--- src/hdl/psp_pkg.sv ---
// package: constants and carrier types for the parallel slave port
package psp_pkg;
   localparam int          PSP_DATA_W      = 8;
   localparam int          PSP_FIFO_DEPTH  = 16;
   localparam int          PSP_SYNC_STAGES = 3;
   // clock phases of one instruction cycle, counted on core_clk
   localparam logic [1:0]  PSP_PHASE_TWO   = 2'h1;
   localparam logic [1:0]  PSP_PHASE_FOUR  = 2'h3;
   localparam logic [7:0]  PSP_LATCH_RST   = 8'h00;
   localparam logic [1:0]  PSP_PHASE_RST   = 2'h0;

   // external strobes, active low, already synchronised
   typedef struct packed {
      logic rd_n;
      logic wr_n;
      logic cs_n;
   } psp_strobes_t;

   // firmware-visible status
   typedef struct packed {
      logic input_buffer_full;
      logic output_buffer_full;
      logic input_overrun;
      logic slave_port_irq_flag;
   } psp_status_t;

   typedef enum logic [1:0] {
      PSP_IDLE  = 2'b00,
      PSP_WRITE = 2'b01,
      PSP_READ  = 2'b10,
      PSP_WAIT  = 2'b11
   } psp_state_t;
endpackage

--- src/hdl/psp_sync.sv ---
// three-stage synchroniser with agreement filter for strobe pins
`timescale 1ns/1ps
module psp_sync #(
   parameter int WIDTH = 3
) (
   // clock and reset
   input  wire logic             core_clk,
   input  wire logic             srst,
   // pins in, filtered level out
   input  wire logic [WIDTH-1:0] pin_in,
   output logic      [WIDTH-1:0] level_out
);
   logic [WIDTH-1:0] stage1;
   logic [WIDTH-1:0] stage2;
   logic [WIDTH-1:0] stage3;

   always_ff @(posedge core_clk) begin
      if (srst) begin
         stage1 <= '1;
         stage2 <= '1;
         stage3 <= '1;
      end else begin
         stage1 <= pin_in;
         stage2 <= stage1;
         stage3 <= stage2;
      end
   end

   // change counts once stages two and three agree
   always_ff @(posedge core_clk) begin
      if (srst) begin
         level_out <= '1;
      end else begin
         for (int i = 0; i < WIDTH; i++) begin
            if (stage2[i] == stage3[i]) begin
               level_out[i] <= stage3[i];
            end
         end
      end
   end
endmodule

--- src/hdl/psp_fifo.sv ---
// synchronous FIFO with valid/ready on both sides
`timescale 1ns/1ps
module psp_fifo #(
   parameter int WIDTH = 8,
   parameter int DEPTH = 16
) (
   // clock and reset
   input  wire logic             core_clk,
   input  wire logic             srst,
   // fill side
   input  wire logic             in_valid,
   output logic                  in_ready,
   input  wire logic [WIDTH-1:0] in_data,
   // drain side
   output logic                  out_valid,
   input  wire logic             out_ready,
   output logic      [WIDTH-1:0] out_data
);
   localparam int AW = $clog2(DEPTH);
   logic [WIDTH-1:0] mem [DEPTH];
   logic [AW-1:0]    wr_ptr;
   logic [AW-1:0]    rd_ptr;
   logic [AW:0]      count;
   logic             push;
   logic             pop;

   assign in_ready  = (count != (AW+1)'(DEPTH));
   assign out_valid = (count != '0);
   assign push      = in_valid && in_ready;
   assign pop       = out_valid && out_ready;
   assign out_data  = mem[rd_ptr];

   always_ff @(posedge core_clk) begin
      if (push) begin
         mem[wr_ptr] <= in_data;
      end
   end

   always_ff @(posedge core_clk) begin
      if (srst) begin
         wr_ptr <= '0;
         rd_ptr <= '0;
         count  <= '0;
      end else begin
         if (push) begin
            wr_ptr <= (wr_ptr == AW'(DEPTH-1)) ? '0 : wr_ptr + 1'b1;
         end
         if (pop) begin
            rd_ptr <= (rd_ptr == AW'(DEPTH-1)) ? '0 : rd_ptr + 1'b1;
         end
         if (push && !pop) begin
            count <= count + 1'b1;
         end else if (pop && !push) begin
            count <= count - 1'b1;
         end
      end
   end
endmodule

--- src/hdl/psp_core.sv ---
// parallel slave port: strobe handling, latches, flags, FIFO path
// Contract
// enable makes port D an 8-bit slave port
// enable turns three E pins into strobes
// firmware sets E direction bits to input
// firmware sets analog config to digital I/O
// output and input latches at one address
// direction register ignored in slave mode
// write release sets input full at phase four
// write completion sets irq flag same cycle
// only firmware read clears input full; code also clears it on reset and while mode is off
// second unread write sets overrun flag
// read start clears output full immediately
// read release sets irq flag at phase four
// output full stays low until firmware write
// mode off holds both full flags clear
// firmware clears overrun after leaving mode
// irq flag sticky, firmware clears, enable masks
// host uses plain latch, no handshake
// drive data only during chip select and read
// strobes synchronised before release detection
`timescale 1ns/1ps
module psp_core
   import psp_pkg::*;
#(
   parameter int DATA_W     = psp_pkg::PSP_DATA_W,
   parameter int FIFO_DEPTH = psp_pkg::PSP_FIFO_DEPTH
) (
   // clock and reset
   input  wire logic                core_clk,
   input  wire logic                srst,
   // configuration
   input  wire logic                slave_port_enable,
   input  wire logic                slave_port_irq_enable,
   input  wire logic [DATA_W-1:0]   port_d_direction,
   input  wire logic [DATA_W-1:0]   port_d_gpio_out,
   // strobe pins, active low
   input  wire logic                read_strobe_pin_n,
   input  wire logic                write_strobe_pin_n,
   input  wire logic                chip_select_pin_n,
   // data pins as three signals
   input  wire logic [DATA_W-1:0]   port_d_in,
   output logic      [DATA_W-1:0]   port_d_out,
   output logic      [DATA_W-1:0]   port_d_oe,
   // firmware port_d_latch access
   input  wire logic                fw_write,
   input  wire logic [DATA_W-1:0]   fw_wdata,
   output logic                     fw_write_ready,
   input  wire logic                fw_read,
   output logic      [DATA_W-1:0]   fw_rdata,
   input  wire logic                fw_clear_irq,
   input  wire logic                fw_clear_overrun,
   // status and interrupt
   output psp_pkg::psp_status_t     status,
   output logic                     slave_port_irq
);
   import psp_pkg::*;

   psp_strobes_t          strb;
   logic [2:0]            strb_raw;
   logic [1:0]            phase;
   psp_state_t            state;
   psp_state_t            next_state;
   logic                  pend_write;
   logic                  pend_read;
   logic                  wr_active;
   logic                  rd_active;
   logic                  write_done;
   logic                  read_done;
   logic [DATA_W-1:0]     input_latch;
   logic [DATA_W-1:0]     output_latch;
   logic [DATA_W-1:0]     fifo_data;
   logic                  fifo_valid;
   logic                  fifo_pop;
   logic                  input_buffer_full;
   logic                  output_buffer_full;
   logic                  input_overrun;
   logic                  slave_port_irq_flag;
   logic                  fire;

   // synchronised strobes in {rd,wr,cs} order
   psp_sync #(
      .WIDTH (3)
   ) u_sync (
      .core_clk  (core_clk),
      .srst      (srst),
      .pin_in    ({read_strobe_pin_n, write_strobe_pin_n, chip_select_pin_n}),
      .level_out (strb_raw)
   );
   assign strb = psp_strobes_t'(strb_raw);

   assign wr_active = slave_port_enable && !strb.cs_n && !strb.wr_n;
   assign rd_active = slave_port_enable && !strb.cs_n && !strb.rd_n;

   // four-phase instruction cycle
   always_ff @(posedge core_clk) begin
      if (srst) begin
         phase <= PSP_PHASE_RST;
      end else begin
         phase <= phase + 2'h1;
      end
   end

   // access tracking state machine
   always_comb begin
      next_state = state;
      case (state)
         PSP_IDLE: begin
            if (wr_active) begin
               next_state = PSP_WRITE;
            end else if (rd_active) begin
               next_state = PSP_READ;
            end
         end
         PSP_WRITE: begin
            if (!wr_active) begin
               next_state = PSP_WAIT;
            end
         end
         PSP_READ: begin
            if (!rd_active) begin
               next_state = PSP_WAIT;
            end
         end
         PSP_WAIT: begin
            if (fire) begin
               next_state = PSP_IDLE;
            end
         end
         default: begin
            next_state = PSP_IDLE;
         end
      endcase
   end

   always_ff @(posedge core_clk) begin
      if (srst) begin
         state <= PSP_IDLE;
      end else begin
         state <= next_state;
      end
   end

   // release arms a two-step wait: next phase two, then phase four
   always_ff @(posedge core_clk) begin
      if (srst) begin
         pend_write <= 1'b0;
         pend_read  <= 1'b0;
      end else if (state == PSP_WRITE && !wr_active) begin
         pend_write <= 1'b1;
      end else if (state == PSP_READ && !rd_active) begin
         pend_read <= 1'b1;
      end else if (fire) begin
         pend_write <= 1'b0;
         pend_read  <= 1'b0;
      end
   end

   logic seen_two;
   always_ff @(posedge core_clk) begin
      if (srst) begin
         seen_two <= 1'b0;
      end else if (state != PSP_WAIT) begin
         seen_two <= 1'b0;
      end else if (phase == PSP_PHASE_TWO) begin
         seen_two <= 1'b1;
      end
   end

   assign fire       = (state == PSP_WAIT) && seen_two && (phase == PSP_PHASE_FOUR);
   assign write_done = fire && pend_write;
   assign read_done  = fire && pend_read;

   // host write data captured while strobes are low
   always_ff @(posedge core_clk) begin
      if (srst) begin
         input_latch <= PSP_LATCH_RST;
      end else if (wr_active) begin
         input_latch <= port_d_in;
      end
   end

   // written bytes queue for firmware
   psp_fifo #(
      .WIDTH (DATA_W),
      .DEPTH (FIFO_DEPTH)
   ) u_fifo (
      .core_clk  (core_clk),
      .srst      (srst),
      .in_valid  (write_done),
      .in_ready  (),
      .in_data   (input_latch),
      .out_valid (fifo_valid),
      .out_ready (fifo_pop),
      .out_data  (fifo_data)
   );
   assign fifo_pop = fw_read && fifo_valid;

   // firmware read returns the input side of the latch pair
   always_ff @(posedge core_clk) begin
      if (srst) begin
         fw_rdata <= PSP_LATCH_RST;
      end else if (fw_read) begin
         fw_rdata <= fifo_valid ? fifo_data : input_latch;
      end
   end

   // firmware write loads output latch; refused while host reads it
   assign fw_write_ready = !rd_active;
   always_ff @(posedge core_clk) begin
      if (srst) begin
         output_latch <= PSP_LATCH_RST;
      end else if (fw_write && fw_write_ready) begin
         output_latch <= fw_wdata;
      end
   end

   // input full: set on write completion, cleared by firmware read
   always_ff @(posedge core_clk) begin
      if (srst || !slave_port_enable) begin
         input_buffer_full <= 1'b0;
      end else if (write_done) begin
         input_buffer_full <= 1'b1;
      end else if (fw_read) begin
         input_buffer_full <= 1'b0;
      end
   end

   // overrun: survives mode exit, firmware clears
   always_ff @(posedge core_clk) begin
      if (srst) begin
         input_overrun <= 1'b0;
      end else if (write_done && input_buffer_full && !fw_read) begin
         input_overrun <= 1'b1;
      end else if (fw_clear_overrun) begin
         input_overrun <= 1'b0;
      end
   end

   // output full: firmware write sets, read start clears
   always_ff @(posedge core_clk) begin
      if (srst || !slave_port_enable) begin
         output_buffer_full <= 1'b0;
      end else if (state == PSP_IDLE && rd_active) begin
         output_buffer_full <= 1'b0;
      end else if (fw_write && fw_write_ready) begin
         output_buffer_full <= 1'b1;
      end
   end

   // sticky interrupt flag, set wins over clear
   always_ff @(posedge core_clk) begin
      if (srst) begin
         slave_port_irq_flag <= 1'b0;
      end else if (write_done || read_done) begin
         slave_port_irq_flag <= 1'b1;
      end else if (fw_clear_irq) begin
         slave_port_irq_flag <= 1'b0;
      end
   end

   assign slave_port_irq = slave_port_irq_flag && slave_port_irq_enable;

   assign status = '{input_buffer_full:   input_buffer_full,
                     output_buffer_full:  output_buffer_full,
                     input_overrun:       input_overrun,
                     slave_port_irq_flag: slave_port_irq_flag};

   // pin drive: host strobes own direction in slave mode
   always_comb begin
      if (slave_port_enable) begin
         port_d_out = output_latch;
         port_d_oe  = rd_active ? '1 : '0;
      end else begin
         port_d_out = port_d_gpio_out;
         port_d_oe  = ~port_d_direction;
      end
   end

   // assertions
   wr_irq_same_a: assert property (@(posedge core_clk) disable iff (srst)
      $rose(input_buffer_full) |-> $rose(slave_port_irq_flag) || $past(slave_port_irq_flag))
      else $error("input full rose without irq flag");
   ibf_phase_a: assert property (@(posedge core_clk) disable iff (srst)
      $rose(input_buffer_full) |-> $past(phase) == PSP_PHASE_FOUR)
      else $error("input full set off phase four");
   ibf_hold_a: assert property (@(posedge core_clk) disable iff (srst)
      input_buffer_full && slave_port_enable && !fw_read ##1 slave_port_enable
      |-> input_buffer_full)
      else $error("input full cleared without read");
   ovr_set_a: assert property (@(posedge core_clk) disable iff (srst)
      write_done && input_buffer_full && !fw_read |=> input_overrun)
      else $error("overrun not flagged");
   obf_clear_a: assert property (@(posedge core_clk) disable iff (srst)
      slave_port_enable && state == PSP_IDLE && rd_active |=> !output_buffer_full)
      else $error("output full not cleared on read");
   obf_stay_a: assert property (@(posedge core_clk) disable iff (srst)
      !output_buffer_full && !(fw_write && fw_write_ready) |=> !output_buffer_full)
      else $error("output full rose without write");
   mode_off_a: assert property (@(posedge core_clk) disable iff (srst)
      !slave_port_enable |=> !input_buffer_full && !output_buffer_full)
      else $error("flags not held clear");
   irq_mask_a: assert property (@(posedge core_clk) disable iff (srst)
      slave_port_irq |-> slave_port_irq_enable && slave_port_irq_flag)
      else $error("irq not masked");
   rd_irq_a: assert property (@(posedge core_clk) disable iff (srst)
      state == PSP_READ && !rd_active |-> ##[2:8] slave_port_irq_flag)
      else $error("read completion irq missing");
   drive_a: assert property (@(posedge core_clk) disable iff (srst)
      slave_port_enable && port_d_oe != '0 |-> !strb.cs_n && !strb.rd_n)
      else $error("data driven outside read");
endmodule

--- config.mk ---
export PLATFORM = sky130hd
export DESIGN_NAME = psp_core
export DESIGN_NICKNAME = d
export VERILOG_FILES = /design/src/hdl/psp_pkg.sv /design/src/hdl/psp_sync.sv /design/src/hdl/psp_fifo.sv /design/src/hdl/psp_core.sv
export SDC_FILE = /design/constraint.sdc
export NUM_CORES = 1
export LEC_CHECK = 0
export BUFFER_PORTS_ARGS = -buffer_cell sky130_fd_sc_hd__buf_2
export CORE_UTILIZATION = 63
export DETAILED_ROUTE_END_ITERATION = 12
export PLACE_DENSITY = 0.8
export SKIP_CTS_REPAIR_TIMING = 1
export SLEW_MARGIN = 5
export SYNTH_ARGS = -nofsm -noshare
export SYNTH_HDL_FRONTEND = slang
export SYNTH_SLANG_ARGS = --single-unit
--- constraint.sdc ---
create_clock -name core_clk -period 7.8 [get_ports core_clk]
set_input_delay 0.39 -clock core_clk [delete_from_list [all_inputs] [get_ports core_clk]]
set_output_delay 0.39 -clock core_clk [all_outputs]
set_load 0.01 [all_outputs]
# == Yosys cells after proc, flatten, opt, wreduce, memory -nomap -nowiden ==
# Memory sizes are Yosys's and may differ from the RTL's. A register that Yosys moved wholly into a read port is not among the register bits.
# Cells that the tools add are included.
# op_classes
n_addsub,5
n_eq_ne,17
n_mux,28
bitwise,2
reduce_logical,43
# ops
operator,count
two-way mux 8 bit,4
logical AND 1 bit,19
two-way mux 4 bit,4
two-way mux 1 bit,12
nonzero test 2 bit,6
two-way mux 2 bit,5
two-way mux 5 bit,2
"inequality test 2 bit, second input constant",5
logical NOT 1 bit,9
"adder 4 x 1 -> 4 bit, second input constant",2
"equality test 4 bit, second input constant",2
NOT 8 bit,1
one-hot mux 2 bit (4 select lines),1
"equality test 2 bit, second input constant",3
"adder 5 x 1 -> 5 bit, second input constant",1
"inequality test 5 bit, second input constant",1
nonzero test 5 bit,1
"subtractor 5 x 1 -> 5 bit, second input constant",1
"equality test 2 x 1 -> 1 bit, second input constant",2
AND reduction 2 bit,2
AND reduction 4 bit,1
OR reduction 2 bit,2
equality test 1 bit,3
"inequality test 3 bit, second input constant",1
other kinds (4),5
# word_totals
ff_bits,60
ram_bits,128
input_bits,43
out_inout_bits,30
wordCells,117
mem_count,1
# memory_table
name,depth,word_bits,rd,rd_ports_with_merged_regs,write_ports,line,source
u_fifo.mem,16,8,1,1,1,psp_fifo.sv:20,logic [WIDTH-1:0] mem [DEPTH];

# == Longest topological paths before layout ==
# logic_depth
depth_word,9
depth_mapped,12
ltp_nobuf,11

# == Cells and area by module ==
# Synthesis repeated with hierarchy kept, for this count alone.
# hier_totals
cells_unflattened,527
area_unflattened_um2,7881.3
# modules_own_cells
mod,n_inst,cells_each,area_per_inst_um2,seq_area_each_um2
psp_fifo,1,308,5760.5,4184.0
psp_core,1,188,1764.2,700.7
psp_sync,1,31,356.6,240.2

# == Worst setup path after synthesis ==
# No wires, ideal clock.
# synth_timing
path_kind,register to register
from,reg u_fifo.count[2]
to,reg u_fifo.count[4]
setup_ns,0.123
t_arrival_ns,2.697
required_time_ns,7.677
path_slack_ns,4.980
path_stages_with_launch,11
path_buffers,0
period_less_slack_ns,2.820
cell_sequence,dfxtp_1 -> or4_1 -> o21a_2 -> clkinv_2 -> ha_1 -> inv_1 -> ha_1 -> a21o_1 -> a21oi_1 -> mux2i_1 -> mux2_1
# synth_between
elab_chain_len,6
word_cells_on_any_way,14
cone_classes,add/sub (2); eq/ne (1); mux (2); reduce/logical (9)
# synth_rtl
item,line,source
"start, declared",psp_fifo.sv:23,logic [AW:0] count;
"start signal, assigned",psp_fifo.sv:52,count <= count + 1'b1;
"start signal, assigned",psp_fifo.sv:54,count <= count - 1'b1;
branches (longest 6 deep; another with subtractor 5 x 1 -> 5 bit),-,
# Parallel ways; which one is timed is not known. The select of a mux whose other input is x is not followed.
# A chain may end at the register's enable or synchronous reset.

# == Final worst setup path ==
# layout_timing
from,reg state[1]
to,reg u_fifo.count[4]
# layout_between
elab_chain_len,8
word_cells_on_any_way,10
cone_classes,eq/ne (1); mux (1); reduce/logical (8)
# layout_rtl
item,line,source
"start, declared",psp_core.sv:62,psp_state_t state;
"start signal, assigned",psp_core.sv:140,state <= next_state;
equality test 2 bit *,psp_core.sv:170,assign fire = (state == PSP_WAIT) && seen_two && (phase == PSP_PHASE_FOUR);
logical AND 1 bit * (2 in series),psp_core.sv:170,
logical AND 1 bit *,psp_core.sv:171,assign write_done = fire && pend_write;
logical AND 1 bit *,psp_fifo.sv:29,assign push = in_valid && in_ready;
logical NOT 1 bit,psp_fifo.sv:53,end else if (pop && !push) begin
logical AND 1 bit,psp_fifo.sv:53,
nonzero test 2 bit (no source line),-,
# Mark *: on every way between the ends. The rest lies on a longest branch, timed or not.

==> qor.yml <==
run_status:
  status: "finished clean"
worst_setup_path:
  cp.arrival_ps: 3680
  r2r_cells: 10
  worst_r2r_startpoint: "state[1]"
  path_max_fanout: 11
  path_common_cell: "ha_1"
  required_ps: 8120
  critPathLaunch: "state[1]"
  cpPeakStageDelay_ps: 660
  critical_path_class: "register to register"
  critical_path_depth: 10
  cp-start-kind: "register"
  crit_chain: "ha_1 > nand4_1 > a21oi_1 > ha_1 > inv_1 > ha_1 > a21o_1 > a21oi_1 > mux2i_1 > mux2_1"
  cpMaxStageDelayCell: "a21oi_1"
  cp_num_buf_inv: 1
  end_kind: "register"
  path_delay_family: "compound AO/OA/AOI/OAI gates"
timing:
  finalCritPeriodShare_pct: 43.11
  fin_ws_ps: 4437
  finalSetupViolations: 0
  rsz0062_at_grt: "no"
  worst_pin_slew_ps: 1181
  slew-limit-headroom_pct: 20.68
  min_period_ps: 3363
  finalHoldViolCount: 0
  slew_violations: 0
  clock.fmax_mhz: 297.4
  tns_ps: 0
  fin_skew_ps: 6.697
detailed_routing:
  dr.pass1.iters: 5
  drcViolationCount: 0
  viasPerCell: 5.931
  wl_per_cell_um: 20.20
  ant_nets: 0
  num_vias: 4757
  drt_iter0_markers: 443
  wirelength_um: 16200
synthesis:
  synth-edff-count: 128
  async_flop_share_pct: 0
  ys_ff_latch: 192
  synth_top_family_by_area: "multiplexers"
  avgSynthCellArea_um2: 14.04
  muxShareOfSynthArea_pct: 11.19
  ys_types: 52
  netlist_area_mm2: 0.007817
  netlist_instances: 557
  synthFlopType: "edfxtp_1"
  synthAdderAreaFrac_pct: 2.817
  syn_nets: 617
  ys_warn_count: 0
  yosysSeqAreaShare_pct: 65.56
  synth_xor_area_share_pct: 0.5602
  synth_compound_area_share_pct: 7.042
  yosys.area_share.simple_pct: 10.04
place:
  place_ws_ps: 4545
  hpwl_um: 10180
  portBuffers: 72
  dpl_cell_area_mm2: 0.008254
  place_congestion: 0.7757
cells_and_area:
  seq_area_mm2: 0.005126
  fillCellCount: 745
  insertedDiodeCount: 0
  area_growth_pct: 13.30
  layout-drive-gt1-share_pct: 27.13
  nets: 681
  multi_input_area_mm2: 0.002474
  post-route-cell-area_mm2: 0.008857
  final_core_util_pct: 73.43
clock_tree:
  htree_levels: 4
  cts_root_buf: "clkbuf_16"
  clkSlewWorstSetupHoldPaths_ps: 70
  tritoncts: "done"
  cts.sinks: 192
  clock_path_buffers: 2
  clkLatencyLatePin_ps: 430
  cts_made_buffers: 17
min_path:
  whs_path_depth: 2
  min_path_type: "input port to register"
  worstHoldStart: "read_strobe_pin_n"
global_route:
  overflow: 0
  grt_pass1_vias: 4653
  track_usage_pct: 27.06
  grt_start_max_net_pins: 61
  antenna_found_initial: 0
  grt_pass1_wl_um: 25080
flow_run:
  drv_cap: 0
power_and_ir_drop:
  vdd_drop_max_uv: 180.8
  power.total_mw: 2.539
  p_leak_nw: 3.287
  power_density_mw_per_mm2: 286.6
die:
  die_x_um: 113.4
  initial_core_util_pct: 64.81
  die_h_um: 113.4
  dieArea_mm2: 0.01286
  rows: 40
  ioPinCount: 73
  coreArea_mm2: 0.01206
## area by class of cell
type                    count  area share (%)
well taps                 168           2.373
repair buffers             77           4.492
inverters                  12          0.5227
flip-flops and latches    192           57.88
clock buffers              24           5.679
clock inverters             8           1.130
multi-input cells         321           27.93
## kinds of logic (layout without fill, tap and decap cells)
kind of cell | count (synthesis) | in the layout
multiplexers | 53 | 53
XOR/XNOR | 5 | 5
flip-flops | 192 | 192
buffers and inverters | 44 | 121
AO/OA/AOI/OAI | 85 | 85
AND/OR/NAND/NOR | 161 | 161
adder cells (fa/ha/maj) | 17 | 17
## report_power, final
group          total (mW)  switching [mW]  internal (mW)
clock network       0.872           0.355          0.517
logic               0.507           0.280          0.227
registers            1.16          0.0416           1.12
## layout by cell type (no fill, tap or decap), types with 3 or more instances in the layout
| cell | count |
|---|---|
| buf_2 | 72 |
| nand2_1 | 42 |
| or2_2 | 9 |
| o221ai_1 | 6 |
| nand2b_1 | 7 |
| clkbuf_1 | 3 |
| mux2_1 | 3 |
| nand3_1 | 11 |
| edfxtp_1 | 128 |
| mux4_1 | 4 |
| clkinv_2 | 3 |
| dfxtp_1 | 63 |
| a221oi_1 | 4 |
| o22ai_1 | 3 |
| a21o_1 | 3 |
| buf_4 | 5 |
| o21bai_1 | 4 |
| clkbuf_16 | 18 |
| inv_1 | 10 |
| clkbuf_8 | 3 |
| nor2_1 | 63 |
| mux4_2 | 20 |
| xor2_1 | 4 |
| a21oi_1 | 36 |
| mux2_2 | 20 |
| mux2i_1 | 6 |
| ha_1 | 16 |
| nor2b_1 | 5 |
| o21ai_1 | 15 |
| nor4_2 | 8 |
| nor3_1 | 7 |
## sequential cells by signal, summed over array words and instances (netlist names), 2 cells and up, named ones only
name and cells:
u_sync.stage2 3, u_fifo.rd_ptr 4, input_latch 8, u_sync.stage1 3, u_sync.stage3 3, fw_rdata 8
u_sync.level_out 3, state 2, output_latch 8, phase 2, u_fifo.wr_ptr 4, u_fifo.mem 128
u_fifo.count 5
## metrics by stage
step,std cells,hold WS (ps)
after detailed placement,770,403.7
final,802,142.2
after global placement,770,400.0
after floorplan,557,389.5
after global routing,802,134.4
after CTS,802,128.0
## cell usage after synthesis (3+ instances only)
cell type | number | area (µm²)
edfxtp_1 | 128 | 3844
dfxtp_1 | 64 | 1281
nor2_1 | 63 | 236.5
nand2_1 | 42 | 157.7
a21oi_1 | 36 | 180.2
mux2_2 | 20 | 225.2
mux4_2 | 20 | 450.4
clkbuf_1 | 17 | 63.81
ha_1 | 16 | 200.2
o21ai_1 | 15 | 75.07
nand3_1 | 11 | 55.05
inv_1 | 10 | 37.54
or2_2 | 9 | 56.30
nor4_2 | 8 | 100.1
nand2b_1 | 7 | 43.79
nor3_1 | 7 | 35.03
buf_4 | 6 | 45.04
mux2i_1 | 6 | 60.06
o221ai_1 | 6 | 52.55
buf_2 | 5 | 25.02
nor2b_1 | 5 | 31.28
a221oi_1 | 4 | 35.03
mux4_1 | 4 | 105.1
o21bai_1 | 4 | 30.03
xor2_1 | 4 | 35.03
a21o_1 | 3 | 22.52
mux2_1 | 3 | 33.78
o22ai_1 | 3 | 18.77
## final timing paths
kind	end	slack, ps
max	u_fifo.count[4]	4440
min reg2reg	u_sync.stage2[2]	420
max reg2reg	u_fifo.count[4]	4440
min	u_sync.stage1[2]	140
## worst register-to-register path, stage by stage, from the launching register on
cell     delay [ps]
dfxtp_1         370
ha_1            230
nand4_1         200
a21oi_1         660
ha_1            360
inv_1           120
ha_1            350
a21o_1          200
a21oi_1         200
mux2i_1         240
mux2_1          330
## metal layers
layer | vias up | track usage [%] | share of wire, %
li1 | 2197 | - | -
met1 | 2341 | 36.48 | 41
met2 | 186 | 43.11 | 50
met3 | 33 | 5.526 | 6.7
met4 | 0 | 12.28 | 2.6
met5 | - | 0 | 0
(Power assumes the default switching activity.)
